### config.mk
export PLATFORM = sky130hd
export DESIGN_NAME = btcp_config_regs
export DESIGN_NICKNAME = d
export VERILOG_FILES = /design/src/inc/btcp_pkg.sv /design/src/inc/btcp_nv_if.sv /design/src/logic/btcp_nv_store.sv /design/src/logic/btcp_config_regs.sv
export SDC_FILE = /design/constraint.sdc
export NUM_CORES = 1
export LEC_CHECK = 0
export BUFFER_PORTS_ARGS = -buffer_cell sky130_fd_sc_hd__buf_2
export CAP_MARGIN = 20
export CORE_UTILIZATION = 63
export CTS_BUF_LIST = sky130_fd_sc_hd__clkbuf_16
export DETAILED_ROUTE_END_ITERATION = 10
export HOLD_SLACK_MARGIN = 0.1
export PLACE_DENSITY = 0.91
export SLEW_MARGIN = 15
export SYNTH_ARGS = -nofsm -noshare
export SYNTH_HDL_FRONTEND = slang
export SYNTH_SLANG_ARGS = --single-unit
### constraint.sdc
create_clock -name ref_clk -period 9.6 [get_ports ref_clk]
set_input_delay 1.92 -clock ref_clk [delete_from_list [all_inputs] [get_ports ref_clk]]
set_output_delay 1.92 -clock ref_clk [all_outputs]
set_load 0.1 [all_outputs]
### src/inc/btcp_pkg.sv
// Constants and types for the backlight tuning and charge pump register slice
`default_nettype none
package btcp_pkg;
  localparam logic [7:0] ADDR_BOOST_TRIM = 8'h0a;
  localparam logic [7:0] ADDR_PUMP_CFG   = 8'h0b;
  localparam logic [7:0] ADDR_CHK_LOW    = 8'h0c;
  localparam logic [7:0] ADDR_CHK_HIGH   = 8'h0d;
  localparam int unsigned NV_ENTRIES     = 12;
  localparam logic [3:0] NV_LAST_IDX     = 4'hb;
  localparam logic [3:0] NV_IDX_BOOST    = 4'ha;
  localparam logic [3:0] NV_IDX_PUMP     = 4'hb;
  localparam logic [7:0] BOOST_TRIM_RST  = 8'h70;
  localparam logic [7:0] PUMP_CFG_RST    = 8'h00;
  // Factory image, entry 0 in the low byte
  localparam logic [95:0] NV_FACTORY_IMAGE = {PUMP_CFG_RST, BOOST_TRIM_RST, 80'h0};
  // Field positions
  localparam int unsigned BOOST_CODE_MSB = 7;
  localparam int unsigned BOOST_CODE_LSB = 4;
  localparam int unsigned TRIM_MSB       = 3;
  localparam int unsigned TRIM_LSB       = 0;
  localparam int unsigned RATIO_AUTO_DIS = 7;
  localparam int unsigned RATIO_FIX_SEL  = 6;
  localparam int unsigned FREQ_TRAN_MODE = 3;
  localparam int unsigned FREQ_FIX_SEL   = 2;
  localparam int unsigned FREQ_DIV_MSB   = 1;
  localparam int unsigned FREQ_DIV_LSB   = 0;
  // Scaling: millivolts and hundredths of a percent
  localparam logic [15:0] BOOST_BASE_MV  = 16'h35b6;
  localparam logic [15:0] BOOST_STEP_MV  = 16'h08de;
  localparam logic [9:0]  TRIM_STEP_CPCT = 10'h033;
  // Brightness thresholds on a 12-bit scale: 75% and 50%
  localparam logic [11:0] BRIGHT_75      = 12'hc00;
  localparam logic [11:0] BRIGHT_50      = 12'h800;
  // Pump divider output codes
  localparam logic [1:0]  DIV_HALF       = 2'h0;
  localparam logic [1:0]  DIV_QUARTER    = 2'h1;
  localparam logic [1:0]  DIV_EIGHTH     = 2'h2;
  typedef enum logic [3:0] {
    ST_IDLE   = 4'h1,
    ST_LOAD   = 4'h2,
    ST_PROG_A = 4'h4,
    ST_PROG_B = 4'h8
  } btcp_state_t;
endpackage
`default_nettype wire

### src/inc/btcp_nv_if.sv
// Carrier between the register slice and its nonvolatile store
`timescale 1ns/100ps
`default_nettype none
interface btcp_nv_if;
  logic [3:0] rdAddr;
  logic [7:0] rdData;
  logic       wrEn;
  logic [3:0] wrAddr;
  logic [7:0] wrData;
  modport ctrl  (output rdAddr, output wrEn, output wrAddr, output wrData, input rdData);
  modport store (input rdAddr, input wrEn, input wrAddr, input wrData, output rdData);
endinterface
`default_nettype wire

### src/logic/btcp_nv_store.sv
// Nonvolatile image of registers 0x00 to 0x0b with registered read data
`timescale 1ns/100ps
`default_nettype none
module btcp_nv_store
  import btcp_pkg::*;
(
  // Clock and reset
  input wire logic   ref_clk,
  input wire logic   nrst,
  // Store port
  btcp_nv_if.store   nv
);
  logic [7:0] mem_q [NV_ENTRIES];
  genvar gi;
  generate
    for (gi = 0; gi < NV_ENTRIES; gi++)
    begin : gEntry
      always_ff @(posedge ref_clk or negedge nrst)
      begin
        if (!nrst)
          mem_q[gi] <= NV_FACTORY_IMAGE[8*gi +: 8];
        else if (nv.wrEn && nv.wrAddr == 4'(gi))
          mem_q[gi] <= nv.wrData;
      end
    end
  endgenerate

  always_ff @(posedge ref_clk or negedge nrst)
  begin
    if (!nrst)
      nv.rdData <= 8'h00;
    else if (nv.rdAddr <= NV_LAST_IDX)
      nv.rdData <= mem_q[nv.rdAddr];
    else
      nv.rdData <= 8'h00;
  end
endmodule
`default_nettype wire

### src/logic/btcp_config_regs.sv
// Boost target, current trim, charge pump configuration and checksum registers
// Contract
// Bits 7:4 are boost target code, 13.75V plus 2.27V per step, default 0111.
// Bits 3:0 raise full-scale current about 0.51% per code, default 0000.
// Pump bit 7 clear picks 2x/3x automatically; set follows fixed select.
// Bit 6 counts only with bit 7 set: 0 forces 2x, 1 forces 3x.
// Mode bit 3 clear steps at 75% and 50%; set steps at 50% only.
// Mode 0 with bit 2 set: fixed divider 1/2, 1/4, 1/8, 1/8.
// Mode 1 ignores bit 2; divider bit 0 picks 1/2-1/4 or 1/4-1/8 pair.
// Low checksum byte is read-only sum over registers 0x00 to 0x0b.
// Stored values load despite bad user checksum when factory checksum is good.
// Checksum refreshes only after enable toggle or power cycle following programming.
// Power-on values 0x70 and 0x00 come from the nonvolatile defaults.
// High checksum byte is read-only at address 0x0d.
// Checksum writes are ignored; reserved pump bits 5:4 have no effect.
`timescale 1ns/100ps
`default_nettype none
module btcp_config_regs
  import btcp_pkg::*;
(
  // Clock and reset
  input  wire logic        ref_clk,
  input  wire logic        nrst,
  // Register access from the serial engine
  input  wire logic [7:0]  regAddr,
  input  wire logic        regWrEn,
  input  wire logic [7:0]  regWrData,
  input  wire logic        regRdEn,
  output var  logic [7:0]  regRdData,
  // Nonvolatile control and pins
  input  wire logic        nvProgReq,
  input  wire logic        enPin,
  input  wire logic        factoryChkOk,
  // Operating state from the analog side
  input  wire logic [11:0] ledBrightness,
  input  wire logic        pumpNeeds3x,
  // Settings to the analog side and load busy status
  output var  logic [15:0] boostTargetMv,
  output var  logic [9:0]  currentTrimCpct,
  output var  logic        pumpRatio3x,
  output var  logic [1:0]  pumpDivCode,
  output var  logic        loadBusy
);
  btcp_nv_if nv ();
  btcp_nv_store uStore (
    .ref_clk (ref_clk),
    .nrst    (nrst),
    .nv      (nv)
  );

  btcp_state_t state_q;
  logic [7:0]  boostTrim_q;
  logic [7:0]  pumpCfg_q;
  logic [15:0] chkSum_q;
  logic [15:0] sumAcc_q;
  logic [3:0]  ldCnt_q;
  logic        ldDataValid_q;
  logic        enSync1_q;
  logic        enSync2_q;
  logic        enSync3_q;
  logic        enLevel_q;
  logic        enRise;
  logic        hostWrBoost;
  logic        hostWrPump;
  logic [3:0]  ldIdx;

  // Enable pin synchroniser; edge counts once stages two and three agree
  always_ff @(posedge ref_clk or negedge nrst)
  begin
    if (!nrst)
    begin
      enSync1_q <= 1'b0;
      enSync2_q <= 1'b0;
      enSync3_q <= 1'b0;
      enLevel_q <= 1'b0;
    end
    else
    begin
      enSync1_q <= enPin;
      enSync2_q <= enSync1_q;
      enSync3_q <= enSync2_q;
      if (enSync2_q == enSync3_q)
        enLevel_q <= enSync3_q;
    end
  end
  assign enRise = (enSync2_q == enSync3_q) && enSync3_q && !enLevel_q;

  assign hostWrBoost = regWrEn && regAddr == ADDR_BOOST_TRIM && state_q != ST_LOAD;
  assign hostWrPump  = regWrEn && regAddr == ADDR_PUMP_CFG && state_q != ST_LOAD;
  assign ldIdx       = ldCnt_q - 4'h1;

  // Load, programming sequencer
  always_ff @(posedge ref_clk or negedge nrst)
  begin
    if (!nrst)
    begin
      state_q       <= ST_LOAD;
      ldCnt_q       <= 4'h0;
      ldDataValid_q <= 1'b0;
    end
    else
    begin
      case (state_q)
        ST_IDLE:
        begin
          ldCnt_q       <= 4'h0;
          ldDataValid_q <= 1'b0;
          if (enRise)
            state_q <= ST_LOAD;
          else if (nvProgReq)
            state_q <= ST_PROG_A;
        end
        ST_LOAD:
        begin
          ldDataValid_q <= 1'b1;
          ldCnt_q       <= ldCnt_q + 4'h1;
          if (ldDataValid_q && ldIdx == NV_LAST_IDX)
            state_q <= ST_IDLE;
        end
        ST_PROG_A:
          state_q <= ST_PROG_B;
        ST_PROG_B:
          state_q <= ST_IDLE;
        default:
          state_q <= ST_IDLE;
      endcase
    end
  end

  always_comb
  begin
    nv.rdAddr = ldCnt_q;
    nv.wrEn   = (state_q == ST_PROG_A) || (state_q == ST_PROG_B);
    nv.wrAddr = (state_q == ST_PROG_A) ? NV_IDX_BOOST : NV_IDX_PUMP;
    nv.wrData = (state_q == ST_PROG_A) ? boostTrim_q : pumpCfg_q;
  end

  // Checksum accumulates during load and publishes only at its end
  always_ff @(posedge ref_clk or negedge nrst)
  begin
    if (!nrst)
    begin
      sumAcc_q <= 16'h0000;
      chkSum_q <= 16'h0000;
    end
    else if (state_q == ST_LOAD && ldDataValid_q)
    begin
      sumAcc_q <= sumAcc_q + {8'h00, nv.rdData};
      if (ldIdx == NV_LAST_IDX)
        chkSum_q <= sumAcc_q + {8'h00, nv.rdData};
    end
    else if (state_q == ST_IDLE)
      sumAcc_q <= 16'h0000;
  end

  // Live registers; reserved pump bits are stored and read back only
  always_ff @(posedge ref_clk or negedge nrst)
  begin
    if (!nrst)
    begin
      boostTrim_q <= BOOST_TRIM_RST;
      pumpCfg_q   <= PUMP_CFG_RST;
    end
    else if (state_q == ST_LOAD && ldDataValid_q && factoryChkOk)
    begin
      if (ldIdx == NV_IDX_BOOST)
        boostTrim_q <= nv.rdData;
      if (ldIdx == NV_IDX_PUMP)
        pumpCfg_q <= nv.rdData;
    end
    else
    begin
      if (hostWrBoost)
        boostTrim_q <= regWrData;
      if (hostWrPump)
        pumpCfg_q <= regWrData;
    end
  end

  // Read port; checksum bytes have no write path
  always_ff @(posedge ref_clk or negedge nrst)
  begin
    if (!nrst)
      regRdData <= 8'h00;
    else if (regRdEn)
    begin
      case (regAddr)
        ADDR_BOOST_TRIM: regRdData <= boostTrim_q;
        ADDR_PUMP_CFG:   regRdData <= pumpCfg_q;
        ADDR_CHK_LOW:    regRdData <= chkSum_q[7:0];
        ADDR_CHK_HIGH:   regRdData <= chkSum_q[15:8];
        default:         regRdData <= 8'h00;
      endcase
    end
  end

  // Boost target and current trim scaling
  always_ff @(posedge ref_clk or negedge nrst)
  begin
    if (!nrst)
    begin
      boostTargetMv   <= 16'h0000;
      currentTrimCpct <= 10'h000;
    end
    else
    begin
      boostTargetMv <= 16'(BOOST_BASE_MV
        + BOOST_STEP_MV * {12'h000, boostTrim_q[BOOST_CODE_MSB:BOOST_CODE_LSB]});
      currentTrimCpct <= 10'(TRIM_STEP_CPCT
        * {6'h00, boostTrim_q[TRIM_MSB:TRIM_LSB]});
    end
  end

  // Charge pump ratio
  always_ff @(posedge ref_clk or negedge nrst)
  begin
    if (!nrst)
      pumpRatio3x <= 1'b0;
    else if (!pumpCfg_q[RATIO_AUTO_DIS])
      pumpRatio3x <= pumpNeeds3x;
    else
      pumpRatio3x <= pumpCfg_q[RATIO_FIX_SEL];
  end

  // Charge pump divider against brightness
  always_ff @(posedge ref_clk or negedge nrst)
  begin
    if (!nrst)
      pumpDivCode <= DIV_HALF;
    else if (pumpCfg_q[FREQ_TRAN_MODE])
    begin
      if (!pumpCfg_q[FREQ_DIV_LSB])
        pumpDivCode <= (ledBrightness >= BRIGHT_50) ? DIV_HALF : DIV_QUARTER;
      else
        pumpDivCode <= (ledBrightness >= BRIGHT_50) ? DIV_QUARTER : DIV_EIGHTH;
    end
    else if (pumpCfg_q[FREQ_FIX_SEL])
    begin
      case (pumpCfg_q[FREQ_DIV_MSB:FREQ_DIV_LSB])
        2'h0:    pumpDivCode <= DIV_HALF;
        2'h1:    pumpDivCode <= DIV_QUARTER;
        default: pumpDivCode <= DIV_EIGHTH;
      endcase
    end
    else if (ledBrightness >= BRIGHT_75)
      pumpDivCode <= DIV_HALF;
    else if (ledBrightness >= BRIGHT_50)
      pumpDivCode <= DIV_QUARTER;
    else
      pumpDivCode <= DIV_EIGHTH;
  end

  always_ff @(posedge ref_clk or negedge nrst)
  begin
    if (!nrst)
      loadBusy <= 1'b1;
    else
      loadBusy <= (state_q == ST_LOAD);
  end
endmodule
`default_nettype wire

==> flow_summary.ini <==
[grt]
grt-ovfl-total = 0
busiest_layer = met2
use_met3_pct = 8.00
antenna_found_initial = 0
use_met1_pct = 36.2
grtUsageMet2_pct = 55.0
grt_pass1_vias = 5086
track_usage_pct = 32.0
grt_first_pass_wirelength_um = 25100
grt_max_degree = 74

[cells_and_area]
drive_above_1_share_pct = 20.4
area_growth_syn_to_layout_pct = 16.6
diodes = 0
nets = 745
nFillCells = 594

[setup_path]
crit_path_end_kind = register
cp.arrival_ps = 4510
cpMaxStageDelayCell = fa_1
reg2reg_depth = 13
cp_max_fo = 9
cp.required_ps = 9950
crit_family = adder cells
path_cells = fa_1, inv_1, fa_1, inv_1, ha_1, a211oi_4, nor2_2, a311oi_1, or3_2, a21boi_4, o211a_1, or4b_1, nand3_1
critPathBufInv = 2
cp_num_cells = 13
startpoint_type = register
cpPeakStageDelay_ps = 580
crit_type = reg -> reg

[yosys]
ys_ff_latch = 122
ys_types = 61
yosysTopAreaCellShare_pct = 44.6
ys.warnings.count = 0
synthCells = 590
synth-async-reset-ratio_pct = 100
synthTopCellsByArea = dfrtp_1 (45%), ha_1 (8.6%), mux2i_1 (3.8%)
seq_area_frac_synth_pct = 47.8
mappedNetlistArea_um2 = 6400
synth_top_cell_by_area = dfrtp_1
synth.avg_cell_area_um2 = 10.8
synth_edf_count = 0
ys.flop_type = dfrtp_1
synth.net_count = 676

[place]
place.gp.congestion = 0.864
dpl.hpwl_um = 9840
portBuffers = 62

[sta]
min_period_ps = 4160
rsz0062_at_grt = no
drv_slew = 0
relSlewSlack_pct = 40.1
hold_violations = 0
timing.hold.ws_ps = 358
max_freq_mhz = 240
setup_violations = 0
period_share_pct = 43.3
fin_setup_tns_ps = 0
fin_skew_ps = 4.74
worst_pin_slew_ps = 892

[clocking]
cts-buffers-inserted = 17
clk_pin_slew_ps = 60
ctsRootBufferMaster = clkbuf_16
tritoncts = yes
cts_resized = 0
cts.sinks = 122
htreeDepth = 4
cts_setup_buffers = 0
clk_latency_ps = 410
hold_buffers = 0
cts_buffer_depth = 2

[die]
core_um2 = 9820
initial_core_util_pct = 65.2
fp-row-count = 36
fp.dieH_um = 103
die_area_um2 = 10600
die_x_um = 103
num_io_pins = 74

[routing]
firstDrtPassIters = 5
drc = 0
vias = 4924
ant_nets = 0
drt-total-wl_um = 15200
wire_per_inst_um = 18.8
first_iter_violations = 280
avgViaCountPerCell = 6.12

[min_path]
hold_path_class = reg -> reg
hold_path_depth = 0

[job]
cap_violations = 0

[pwr]
ir_drop_mv = 0.207
power_density_nw_per_um2 = 274
p_leak_nw = 3.58

[status]
outcome = complete, no violations
[report_power, final]
part / internal [W] / leakage, nW / switching [W]
clock network: 0.000408 / 0.294 / 0.000242
logic: 0.000207 / 1.75 / 0.000537
registers: 0.000600 / 1.53 / 0.0000518
[placed cells by master, fill, tap and decap left out, drive strengths merged, types with 6 or more instances in the layout]
cell type	instances
dfrtp	114
dfstp	8
inv	38
a22o	9
xnor2	25
nand2b	7
a21oi	20
xor2	14
o21a	7
clkinv	6
a221oi	9
o2bb2ai	8
buf	64
nand2	40
o21ai	44
nor2	50
mux2i	24
fa	6
nor2b	6
clkbuf	17
mux2	21
nand3	22
o31ai	7
a31oi	7
ha	44
[stage by stage]
| step | util [%] | worst slack, ps | instance area (um^2) | instances | power [W] |
|---|---|---|---|---|---|
| after floorplan | - | 5820 | 6400 | 590 | 0.00126 |
| after global placement | 69.7 | 5590 | 6840 | 773 | 0.00135 |
| after detailed placement | 69.7 | 5510 | 6840 | 773 | 0.00138 |
| after CTS | 75.8 | 5490 | 7440 | 805 | 0.00204 |
| after global routing | 76.0 | 5300 | 7460 | 805 | 0.00213 |
| final | 76.0 | 5440 | 7460 | 805 | 0.00205 |
[Yosys cell counts, types with 3 or more instances]
| master | instances |
|---|---|
| nor2_1 | 49 |
| or2_2 | 3 |
| dfrtp_1 | 114 |
| dfstp_2 | 8 |
| and2_1 | 4 |
| o21a_1 | 7 |
| a221oi_1 | 9 |
| clkbuf_1 | 11 |
| nand3b_1 | 4 |
| a21oi_1 | 20 |
| xnor2_1 | 25 |
| a22o_1 | 9 |
| mux2_2 | 21 |
| fa_1 | 6 |
| nor3_1 | 4 |
| ha_1 | 44 |
| inv_1 | 33 |
| xor2_1 | 14 |
| nor2b_1 | 6 |
| mux2i_1 | 24 |
| o2bb2ai_1 | 8 |
| o21ai_0 | 42 |
| nand3_1 | 22 |
| o31ai_1 | 7 |
| and3_1 | 3 |
| nand2_1 | 39 |
| a31oi_1 | 7 |
| nand2b_1 | 7 |
[final cells by class]
| cell class | instances | area, um^2 | share of cell area (%) |
|---|---|---|---|
| clock buffers | 17 | 425 | 5.70 |
| clock inverters | 15 | 174 | 2.33 |
| inverters | 34 | 128 | 1.71 |
| multi-input cells | 420 | 3180 | 42.6 |
| flip-flops and latches | 122 | 3060 | 41.1 |
| well taps | 133 | 166 | 2.23 |
| repair buffers | 64 | 328 | 4.39 |
[worst reg2reg max path: cells and delay by family, from the launching register on]
kind / cells / cell delay, ps
buffers and inverters: 2 / 140
AO/OA/AOI/OAI: 4 / 1010
adder cells (fa/ha/maj): 3 / 1480
flip-flops: 1 / 530
AND/OR/NAND/NOR: 4 / 940
[routing by layer]
metal / vias up / wire length [um]
li1: 2234 / -
met1: 2418 / 5850
met2: 210 / 7830
met3: 62 / 859
met4: 0 / 634
met5: - / 0
[registers in the layout (all words and copies together) (netlist names)]
| register | cells |
|---|---|
| pumpCfg_q | 8 |
| chkSum_q | 16 |
| regRdData | 8 |
| enSync3_q | 1 |
| pumpRatio3x | 1 |
| enLevel_q | 1 |
| enSync2_q | 1 |
| ldCnt_q | 4 |
| uStore.mem_q | 16 |
| ldDataValid_q | 1 |
| state_q | 4 |
| boostTrim_q | 8 |
| uStore.nv.rdData | 8 |
| currentTrimCpct | 10 |
| loadBusy | 1 |
| sumAcc_q | 16 |
| pumpDivCode | 2 |
| enSync1_q | 1 |
| boostTargetMv | 15 |
[kinds of logic after synthesis]
logic type / after synthesis / synth area share [%]
and+or+nand+nor: 152 / 11.4
AOI/OAI and AO/OA: 133 / 14.6
other: 1 / 0.0586
muxes: 45 / 7.45
DFF: 122 / 47.8
buffers and inverters: 48 / 2.89
adders and majority gates: 50 / 10.5
xor gates and xnor gates: 39 / 5.34
[worst paths after layout]
| kind | from | to | slack, ps |
|---|---|---|---|
| min in group asynchronous | nrst | regRdData[2]$_DFFE_PN0P_ | 1650 |
| setup / recovery | boostTrim_q[7]$_DFFE_PN0P_ | boostTargetMv[15]$_DFF_PN0_ | 5440 |
| hold / removal | enSync1_q$_DFF_PN0_ | enSync2_q$_DFF_PN0_ | 360 |
| setup reg to reg | boostTrim_q[7]$_DFFE_PN0P_ | boostTargetMv[15]$_DFF_PN0_ | 5440 |
| max in group asynchronous | nrst | boostTrim_q[3]$_DFFE_PN0P_ | 6760 |
| hold reg to reg | enSync1_q$_DFF_PN0_ | enSync2_q$_DFF_PN0_ | 360 |
(Power assumes the default switching activity.)
